### config.mk
export PLATFORM = sky130hd
export DESIGN_NAME = mac_slice
export DESIGN_NICKNAME = d
export VERILOG_FILES = /design/src/core/mac_pkg.sv /design/src/core/mac_half_acc.sv /design/src/core/mac_slice.sv
export SDC_FILE = /design/constraint.sdc
export NUM_CORES = 2
export LEC_CHECK = 0
export ABC_AREA = 1
export BUFFER_PORTS_ARGS = -buffer_cell sky130_fd_sc_hd__buf_2
export CAP_MARGIN = 10
export CORE_UTILIZATION = 64
export DETAILED_ROUTE_END_ITERATION = 12
export PLACE_DENSITY_LB_ADDON = 0.1
export SETUP_SLACK_MARGIN = 0.5
export SLEW_MARGIN = 40
export SYNTH_ARGS = -nofsm -noshare
export SYNTH_HDL_FRONTEND = slang
export SYNTH_SLANG_ARGS = --single-unit
### constraint.sdc
create_clock -name clock -period 14.65 [get_ports clock]
set_input_delay 0.7325 -clock clock [delete_from_list [all_inputs] [get_ports clock]]
set_output_delay 0.7325 -clock clock [all_outputs]
set_load 0.05 [all_outputs]
### src/core/mac_pkg.sv
// Shared widths, reset values, modes and carrier types of the multiply-accumulate slice
package mac_pkg;

  // Datapath widths
  localparam int unsigned MAC_OPER_W = 16;
  localparam int unsigned MAC_HALF_W = 16;
  localparam int unsigned MAC_ACC_W  = 32;
  localparam int unsigned MAC_NARROW_W = 8;
  localparam int unsigned MAC_HALVES = 2;

  // Field positions within the 32-bit accumulator
  localparam int unsigned MAC_LO_LSB = 0;
  localparam int unsigned MAC_HI_LSB = 16;
  localparam int unsigned MAC_SIGN_BIT = 31;

  // Reset values
  localparam logic [15:0] MAC_OPER_RST = 16'h0000;
  localparam logic [31:0] MAC_ACC_RST  = 32'h0000_0000;
  localparam logic        MAC_FLAG_RST = 1'b0;

  // Function of the slice
  typedef enum logic [2:0] {
    MAC_MUL8  = 3'b000,
    MAC_MUL16 = 3'b001,
    MAC_ADD16 = 3'b010,
    MAC_ADD32 = 3'b011,
    MAC_ACC16 = 3'b100,
    MAC_ACC32 = 3'b101,
    MAC_MAC8  = 3'b110,
    MAC_MAC16 = 3'b111
  } mac_mode_e;

  // Registered operands
  typedef struct packed {
    logic [15:0] a;
    logic [15:0] b;
    logic [15:0] c;
    logic [15:0] d;
  } mac_operands_s;

  // Per-half accumulator controls
  typedef struct packed {
    logic loadSel;
    logic subSel;
  } mac_half_ctrl_s;

endpackage : mac_pkg

### src/core/mac_half_acc.sv
// One 16-bit adder/subtracter half with load bypass and carry/borrow chaining
`timescale 1ns/1ps
module mac_half_acc
  import mac_pkg::*;
#(
  parameter int unsigned WIDTH = MAC_HALF_W
)
(
  // Operands
  input  wire logic [WIDTH-1:0] base,
  input  wire logic [WIDTH-1:0] addend,
  input  wire logic [WIDTH-1:0] loadVal,
  // Controls
  input  wire logic             subSel,
  input  wire logic             loadSel,
  input  wire logic             carryIn,
  // Results
  output logic      [WIDTH-1:0] nextVal,
  output logic                  carryOut
);

  logic [WIDTH:0] sum;

  // Borrow is carried as an active-high flag in both directions, so that a
  // chain of halves or slices subtracts with the same wiring as it adds
  always_comb
  begin
    sum = {1'b0, base}
        + {1'b0, (subSel ? ~addend : addend)}
        + {{WIDTH{1'b0}}, (subSel ? ~carryIn : carryIn)};
    if (loadSel)
    begin
      nextVal  = loadVal;
      carryOut = 1'b0;
    end
    else
    begin
      nextVal  = sum[WIDTH-1:0];
      carryOut = subSel ? ~sum[WIDTH] : sum[WIDTH];
    end
  end

endmodule : mac_half_acc

### src/core/mac_slice.sv
// Multiply-accumulate slice: operand registers, multiplier and two-half accumulator
//
// Overview of operation
// - One clock times every register
// - Clock gate high updates, low holds all
// - A and B registered, multiply or add, zero default
// - C and D registered, adder only, zero default
// - Hold input freezes the A register
// - Lower load select: sum or C operand
// - Lower subtract select: add or subtract
// - Cascade carry/borrow in and out chain slices
// - Tile carry/borrow in and out to logic
// - Sign extension passed between cascaded slices
// - Eight multiply, add and accumulate functions
// - 8x8 product uses the upper half only
`timescale 1ns/1ps
module mac_slice
  import mac_pkg::*;
(
  // Clock and reset
  input  wire logic                  clock,
  input  wire logic                  srst,
  // Configuration
  input  wire mac_pkg::mac_mode_e    mode,
  input  wire logic                  signedOps,
  input  wire logic                  cascadeMode,
  // Clock gate and operand hold
  input  wire logic                  sliceClockGate,
  input  wire logic                  holdFirstOperand,
  // Operands
  input  wire logic [15:0]           opA,
  input  wire logic [15:0]           opB,
  input  wire logic [15:0]           opC,
  input  wire logic [15:0]           opD,
  // Accumulator controls
  input  wire logic                  lowerAccLoadSelect,
  input  wire logic                  lowerAccSubSelect,
  input  wire mac_pkg::mac_half_ctrl_s upperAccCtrl,
  // Carry and sign links
  input  wire logic                  cascadeCarryIn,
  input  wire logic                  tileCarryIn,
  input  wire logic                  signExtendFromPrev,
  output logic                       cascadeCarryOut,
  output logic                       tileCarryOut,
  output logic                       signExtendToNext,
  // Result
  output logic [31:0]                result
);

  import mac_pkg::*;

  // Operand and accumulator state
  mac_operands_s   oper_q;
  mac_operands_s   oper_d;
  logic [31:0]     acc_q;
  logic [31:0]     acc_d;
  logic            carry_q;
  logic            carry_d;
  logic            sign_q;
  logic            sign_d;

  // Datapath nets
  logic [31:0]     prodWide;
  logic [15:0]     prodNarrow;
  logic [31:0]     baseWord;
  logic [31:0]     addendWord;
  logic [31:0]     loadWord;
  logic            wideMode;
  logic            accMode;
  logic            mulOnly;
  logic [15:0]     halfBase    [MAC_HALVES];
  logic [15:0]     halfAddend  [MAC_HALVES];
  logic [15:0]     halfLoadVal [MAC_HALVES];
  logic [15:0]     halfNext    [MAC_HALVES];
  logic            halfSub     [MAC_HALVES];
  logic            halfLoad    [MAC_HALVES];
  logic            halfCin     [MAC_HALVES];
  logic            halfCout    [MAC_HALVES];

  // Operand capture; a low clock gate freezes every register in the slice
  always_comb
  begin
    oper_d = oper_q;
    if (sliceClockGate)
    begin
      if (!holdFirstOperand)
      begin
        oper_d.a = opA;
      end
      oper_d.b = opB;
      oper_d.c = opC;
      oper_d.d = opD;
    end
  end

  // Operand registers share the single slice clock
  always_ff @(posedge clock)
  begin
    if (srst)
    begin
      oper_q <= '{a: MAC_OPER_RST, b: MAC_OPER_RST, c: MAC_OPER_RST, d: MAC_OPER_RST};
    end
    else
    begin
      oper_q <= oper_d;
    end
  end

  // Multipliers read only A and B; C and D never reach them
  always_comb
  begin
    if (signedOps)
    begin
      prodWide   = 32'($signed(oper_q.a) * $signed(oper_q.b));
      prodNarrow = 16'($signed(oper_q.a[7:0]) * $signed(oper_q.b[7:0]));
    end
    else
    begin
      prodWide   = 32'(oper_q.a * oper_q.b);
      prodNarrow = 16'(oper_q.a[7:0] * oper_q.b[7:0]);
    end
  end

  // Mode decode: which operands meet in each half and whether halves chain
  always_comb
  begin
    wideMode   = 1'b0;
    accMode    = 1'b0;
    mulOnly    = 1'b0;
    baseWord   = {oper_q.c, oper_q.d};
    addendWord = {oper_q.a, oper_q.b};
    unique case (mode)
      MAC_MUL8:
      begin
        // Product lives in the upper half; lower half stays a free D+B adder
        mulOnly    = 1'b1;
        baseWord   = {16'h0000, oper_q.d};
        addendWord = {prodNarrow, oper_q.b};
      end
      MAC_MUL16:
      begin
        wideMode   = 1'b1;
        mulOnly    = 1'b1;
        baseWord   = MAC_ACC_RST;
        addendWord = prodWide;
      end
      MAC_ADD16:
      begin
        baseWord   = {oper_q.c, oper_q.d};
        addendWord = {oper_q.a, oper_q.b};
      end
      MAC_ADD32:
      begin
        wideMode   = 1'b1;
        baseWord   = {oper_q.c, oper_q.d};
        addendWord = {oper_q.a, oper_q.b};
      end
      MAC_ACC16:
      begin
        accMode    = 1'b1;
        baseWord   = acc_q;
        addendWord = {oper_q.a, oper_q.b};
      end
      MAC_ACC32:
      begin
        wideMode   = 1'b1;
        accMode    = 1'b1;
        baseWord   = acc_q;
        addendWord = {oper_q.a, oper_q.b};
      end
      MAC_MAC8:
      begin
        accMode    = 1'b1;
        baseWord   = acc_q;
        addendWord = {prodNarrow, oper_q.b};
      end
      MAC_MAC16:
      begin
        wideMode   = 1'b1;
        accMode    = 1'b1;
        baseWord   = acc_q;
        addendWord = prodWide;
      end
    endcase
    // A continuing slice accumulates the previous slice's sign fill
    if (cascadeMode && accMode)
    begin
      addendWord = {32{signExtendFromPrev}};
    end
  end

  // Load bypass: lower half takes C, upper half takes D
  assign loadWord = {oper_q.d, oper_q.c};

  // Per-half controls and carry routing
  always_comb
  begin
    // Lower half
    halfSub[0]  = lowerAccSubSelect & ~mulOnly;
    halfLoad[0] = lowerAccLoadSelect & ~mulOnly;
    // Previous slice carry wins only when this slice continues a chain
    halfCin[0]  = cascadeMode ? cascadeCarryIn : tileCarryIn;
    // Upper half follows the lower controls when chained to 32 bits
    halfSub[1]  = (wideMode ? lowerAccSubSelect : upperAccCtrl.subSel) & ~mulOnly;
    halfLoad[1] = (wideMode ? lowerAccLoadSelect : upperAccCtrl.loadSel) & ~mulOnly;
    halfCin[1]  = wideMode ? halfCout[0] : 1'b0;
  end

  // Two identical halves of the adder/subtracter-accumulator
  for (genvar h = 0; h < MAC_HALVES; h++)
  begin : g_half
    assign halfBase[h]    = baseWord[h*MAC_HALF_W +: MAC_HALF_W];
    assign halfAddend[h]  = addendWord[h*MAC_HALF_W +: MAC_HALF_W];
    assign halfLoadVal[h] = loadWord[h*MAC_HALF_W +: MAC_HALF_W];

    mac_half_acc #(
      .WIDTH (MAC_HALF_W)
    ) u_half (
      .base     (halfBase[h]),
      .addend   (halfAddend[h]),
      .loadVal  (halfLoadVal[h]),
      .subSel   (halfSub[h]),
      .loadSel  (halfLoad[h]),
      .carryIn  (halfCin[h]),
      .nextVal  (halfNext[h]),
      .carryOut (halfCout[h])
    );
  end

  // Accumulator, carry and sign next values; all hold while the gate is low
  always_comb
  begin
    acc_d   = acc_q;
    carry_d = carry_q;
    sign_d  = sign_q;
    if (sliceClockGate)
    begin
      acc_d   = {halfNext[1], halfNext[0]};
      carry_d = halfCout[1];
      // Sign of what was added, so the next slice can extend it
      sign_d  = addendWord[MAC_SIGN_BIT] & signedOps;
    end
  end

  // Accumulator registers; outputs come straight from these flops
  always_ff @(posedge clock)
  begin
    if (srst)
    begin
      acc_q   <= MAC_ACC_RST;
      carry_q <= MAC_FLAG_RST;
      sign_q  <= MAC_FLAG_RST;
    end
    else
    begin
      acc_q   <= acc_d;
      carry_q <= carry_d;
      sign_q  <= sign_d;
    end
  end

  // Carry out is registered, so a chained slice lags by exactly one cycle;
  // sign is registered the same way so both arrive together downstream
  assign result           = acc_q;
  assign cascadeCarryOut  = carry_q;
  assign tileCarryOut     = carry_q;
  assign signExtendToNext = sign_q;

endmodule : mac_slice

[Yosys cells after proc, flatten, opt, wreduce, memory -nomap -nowiden]
Cells that the tools add are included.
Storage, ports and cells
  bits in registers: 98
  bits of input ports: 80
  output and inout bits: 35
  word-level logic and storage cells: 67
Cells by class
  $add $sub $neg: 4
  multipliers: 4
  equal/unequal tests: 7
  muxes and demuxes: 22
  bitwise gates (word level): 13
  reductions and logical operators: 10
Operator list (number)
  $pmux 32 s4: 1
  $pmux 32 s3: 1
  $mux 16: 5
  $mul 16x16->32: 2
  $mux 32: 2
  $add 16x16->17: 2
  $add 17x1->17: 2
  $mul 8x8->16: 2
  $not 16->16: 2
  $mux 1: 13
  $eq 3x3->1 const B: 4
  $reduce_or 4->1: 3
  $reduce_or 2->1: 4
  $eq 3x2->1 const B: 2
  $not 1->1: 6
  $and 1x1->1: 5
  $eq 3x1->1 const B: 1
  $logic_not 3->1: 1
  $reduce_and 2->1: 1
  $logic_and 1x1->1: 1

[Depth between registers and ports, before layout]
  depth in word-level cells: 19
  depth in mapped cells: 54
  gate-level depth less buffers: 52

[Hierarchy]
A second synthesis with hierarchy kept.
Unflattened totals
  cell total of the unflattened synthesis: 3802
  area, all modules: 27243.6 µm²
Modules (own cells, without submodules)
  mac_slice: instances 1, cells an instance 3286, area an instance 24443.4 µm², sequential area each 1961.9 µm²
  mac_half_acc: instances 2, cells an instance 258, area an instance 1400.1 µm², sequential area each 0.0 µm²

[Least setup slack after synthesis]
No wires, ideal clock.
  path kind: register -> register
  start: register oper_q[59] (netlist bit)
  end: register acc_q[30], in the netlist result[30]
  setup time: 132 ps
  data arrival time: 8506 ps
  required time: 14518 ps
  slack: 6012 ps
  cell stages (with the launch flop): 46
  path buffers: 2
  clock period less this slack: 8638 ps
  cell sequence: dfxtp_1 -> clkbuf_1 -> clkbuf_1 -> nand2_1 -> fa_1 -> fa_1 -> inv_1 -> fa_1 -> inv_1 -> fa_1 -> inv_1 -> fa_1 -> inv_1 -> fa_1 -> inv_1 -> ha_1 -> nand2_2 -> o21ai_0 -> [10 not listed] -> nor3_1 -> nand3_1 -> nand3_1 -> nand4_1 -> xor2_1 -> fa_1 -> fa_1 -> a21oi_1 -> o21ai_0 -> and2_1 -> o21ai_0 -> nand2_1 -> nand3_1 -> nand2_1 -> nand2_1 -> nand3_1 -> nand3_1 -> a21oi_1
Between the ends
  cells in the longest elaborated chain, start to end: 16
  elaborated cells on any way between the ends: 20
  classes of those cells: 4 x add/sub; 2 x mul; 10 x mux; 4 x bitwise
Ends and longest elaborated chain
  start, declared: line mac_slice.sv:53  | mac_operands_s oper_q;
  start signal, assigned: line mac_slice.sv:101  | oper_q <= '{a: MAC_OPER_RST, b: MAC_OPER_RST, c: MAC_OPER_RST, d: MAC_OPER_RST};
  start signal, assigned: line mac_slice.sv:105  | oper_q <= oper_d;
  $mul 16x16->32 (on tied branches): line mac_slice.sv:119, mac_slice.sv:114
  $mux 32: line mac_slice.sv:112  | if (signedOps)
  $pmux 32 s3 (*): line mac_slice.sv:132  | unique case (mode)
  $mux 32 (*): line mac_slice.sv:186  | if (cascadeMode && accMode)
  $not 16->16: line mac_half_acc.sv:29  | + {1'b0, (subSel ? ~addend : addend)}
  $mux 16: line mac_half_acc.sv:29
  $add 16x16->17: line mac_half_acc.sv:29
  $add 17x1->17: line mac_half_acc.sv:30  | + {{WIDTH{1'b0}}, (subSel ? ~carryIn : carryIn)};
  $not 1->1: line mac_half_acc.sv:39  | carryOut = subSel ? ~sum[WIDTH] : sum[WIDTH];
  $mux 1: line mac_half_acc.sv:39
  $mux 1: line mac_half_acc.sv:31  | if (loadSel)
  $mux 1: line mac_slice.sv:206  | halfCin[1] = wideMode ? halfCout[0] : 1'b0;
  $not 1->1: line mac_half_acc.sv:30
  $mux 1: line mac_half_acc.sv:30
  $add 17x1->17 (*): line mac_half_acc.sv:30
  $mux 16 (*): line mac_half_acc.sv:31
  end signal, assigned: line mac_slice.sv:250  | acc_q <= MAC_ACC_RST;
  end signal, assigned: line mac_slice.sv:256  | acc_q <= acc_d;
  end, declared: line mac_slice.sv:55  | logic [31:0] acc_q;
Mark *: on every way between the ends. The rest lies on a longest branch, timed or not.
A chain may end at the register's enable or synchronous reset.

[Final worst setup path]
  start: register oper_q[54] (netlist bit)
  end: register acc_q[28], in the netlist result[28]
Same word-level chain as after synthesis.

==> summary.txt <==
Routing
  – DRC: 2
  – DR iter-0 viols: 3101
  – Post-route ant nets: 0
  – Via count: roughly 25k
  – Final wirelength: a little over 90 mm
  – Via density: 5.926
  – Drt pass-1 iters: 10
  – Drt wl/cell: 21.76 µm

Synth
  – Post-Syn Area: between 20000 and 30000 µm²
  – Synth async-reset ratio: 0%
  – Synth area leader: fa_1
  – Yosys reg bits: 98
  – Synth Warn #: 0
  – Syn Inst Count: 3673
  – Post-synth EDFFs: 0
  – Net count of the mapped netlist: 4447
  – Most common flop cell mapped by yosys: dfxtp_1
  – Largest cells by area after synthesis: fa_1 34%, inv_1 13%, ha_1 11%
  – Number of library cell types mapped by synthesis: between 50 and 60
  – Sequential area share after synthesis: 7.381%
  – Yosys top cell area share: 34.27%
  – Syn Area/Cell: between 7 and 8 µm²

Pwr
  – PD cells: 75.19 nW/µm²
  – Max VDD drop: 0.06976 mV
  – Leak Pwr: 15.39 nW

Clocking
  – Clock Sinks: 98
  – CTS tree: built
  – CTS resizes: 0
  – Clock Root Buffer: clkbuf_16
  – Cts hold-fix bufs: 0
  – Reg clk slew, reported paths: 0.08 ns
  – CTS Buf Count: 9
  – Post-CTS Setup Repair Bufs: 0
  – Worst-Skew Late Latency: 0.38 ns
  – H-tree depth: 3
  – Worst-case clock buffer depth: 2

Floorplan
  – Die width: between 200 and 250 µm
  – I/O pins: roughly 120
  – Initial Util: approximately 65%
  – Die Ht: 205.8 µm
  – Rows: 74
  – Core box area: 40920 µm²
  – Total Die Area: 42350 µm²

Worst setup path
  – Crit start category: register
  – CP required: 14.87 ns
  – Worst Path Arrival: between 10 and 15 ns
  – CP dominant cell by count: nand2_1
  – CP max stage cell: dfxtp_1
  – Setup crit end kind: register
  – Worst Path Max Fanout: 20
  – Kind of critical path: register to register
  – Worst stage delay on the critical path: 0.90 ns

STA
  – Final setup viols: 0
  – RSZ-0062 raised after global routing: false
  – Slew HR: around 37%
  – Hold Vio Cnt, Final: 0
  – Hold_ws: 0.4869 ns
  – Setup_tns: 0 ns
  – Pin slew with the least headroom to its limit: 0.9419 ns
  – Final cycle utilization of the critical path: 68.27%
  – Final min period: 10.00 ns
  – Max Slew Vio Count: 0
  – Setup Skew: 0.02606 ns
  – Fin worst setup slack: 4.649 ns
  – Fmax: 0.09999 GHz

Global route
  – Global-route wire length before repair: 141.6 mm
  – Antenna violations before repair: 5
  – Vias in the first global route: 25.62k
  – Largest net degree at the start of global routing: around 100
  – Total GRT Usage: about 44%
  – GRT overflow: 0

Final layout
  – Non-filler cells, final: 4228
  – Layout net count: 4463
  – Post-layout util: 67.91%
  – Layout area overhead: 4.557%
  – Share of layout cells above drive strength 1: 5.712%
  – FILL cells: between 3k and 4k

Place
  – GPL Wtd Cong: 1.027
  – Dpl ws: 4.858 ns
  – # port buffers: 114
  – Inst Count DP: about 4.2k
  – Post-DP HPWL: between 70 and 80 mm

Min path
  – HP Class: register to register

Outcome
  – Status: finished, violations left
  – Failing checks: DRC

Job
  – Max-cap violation count: 0
[cell families after synthesis]
group                    count (synthesis)  synth area share, %
AO/OA/AOI/OAI                          473                9.796
multiplexers                             1              0.03766
adder cells (fa/ha/maj)                694                45.52
XOR/XNOR                                63                2.076
AND/OR/NAND/NOR                       1291                20.13
flip-flops                              98                7.381
buffers and inverters                 1053                15.06
[state kept, by name, summed over array words and instances (netlist names)]
register and flops:
cascadeCarryOut 1, oper_q 32, result 32, signExtendToNext 1, halfLoadVal 32
[power by group]
part	total, W	switching (W)	internal (W)
sequential	0.000334	0.0000443	0.000290
combinational	0.00149	0.000990	0.000500
clock	0.000265	0.000142	0.000122
[cell usage in the layout, fill, tap and decap left out, drive strengths merged, types with 26 or more instances in the layout]
master,n
nand3,205
nor2,211
o21ai,183
ha,239
a21oi,201
nor3,26
nand4,27
xor2,42
o211ai,26
inv,921
nand2,798
dfxtp,98
fa,455
buf,135
[metrics by stage]
stage / instance area, µm² / total power [W]
2_1_floorplan: 26580 / 0.001323
3_3_place_gp: 27430 / 0.001725
3_5_place_dp: 27440 / 0.001766
4_1_cts: 27750 / 0.002040
5_1_grt: 27790 / 0.002245
6_report: 27790 / 0.002090
[Yosys cell counts (7+ instances only)]
cell type  count
a21o_1        12
a21oi_1      198
a31oi_1       10
buf_1         12
buf_2         14
buf_4          7
clkbuf_1      96
dfxtp_1       98
fa_1         455
ha_1         239
inv_1        908
inv_2          9
nand2_1      788
nand2_2       10
nand3_1      203
nand4_1       27
nor2_1       204
nor3_1        24
o211ai_1      25
o21a_1         8
o21ai_0      180
o21bai_1      14
or2_2         11
xnor2_1       21
xor2_1        42
[area by class of cell]
class	instances	area, µm²	area share (%)
Inverter	923	3468	12.48
Tap cell	532	665.6	2.395
Multi-Input combinational cell	2522	20620	74.19
Clock buffer	9	225.2	0.8104
Sequential cell	98	1972	7.095
Timing Repair Buffer	135	754.5	2.715
Clock inverter	7	81.33	0.2926
Antenna cell	2	5.005	0.01801
[worst max-delay path, delay by kind of cell, from the launching register on]
| family | cells | cell delay (ns) |
|---|---|---|
| compound gates | 5 | 0.83 |
| xor+xnor | 2 | 0.36 |
| fa+ha+maj | 10 | 4.57 |
| buf+inv | 7 | 0.64 |
| flops | 1 | 0.90 |
| simple gates | 22 | 2.53 |
[metal layers]
layer	global-route usage (%)	share of wire, %
met5	0	0.034
met1	58.26	39
met2	70.35	45
met4	18.43	4.7
met3	10.53	12
[worst paths after layout]
path | start | endpoint | slack [ns] | cells past startpoint
setup / recovery | oper_q[54]$_SDFFE_PP0P_ | result[28]$_SDFFE_PP0P_ | 4.65 | 46
hold / removal | halfLoadVal[31]$_SDFFE_PP0P_ | halfLoadVal[31]$_SDFFE_PP0P_ | 0.49 | 2
setup reg to reg | oper_q[54]$_SDFFE_PP0P_ | result[28]$_SDFFE_PP0P_ | 4.65 | 46
hold reg to reg | halfLoadVal[31]$_SDFFE_PP0P_ | halfLoadVal[31]$_SDFFE_PP0P_ | 0.49 | 2
Note: power is estimated with default switching activity, not from simulation.
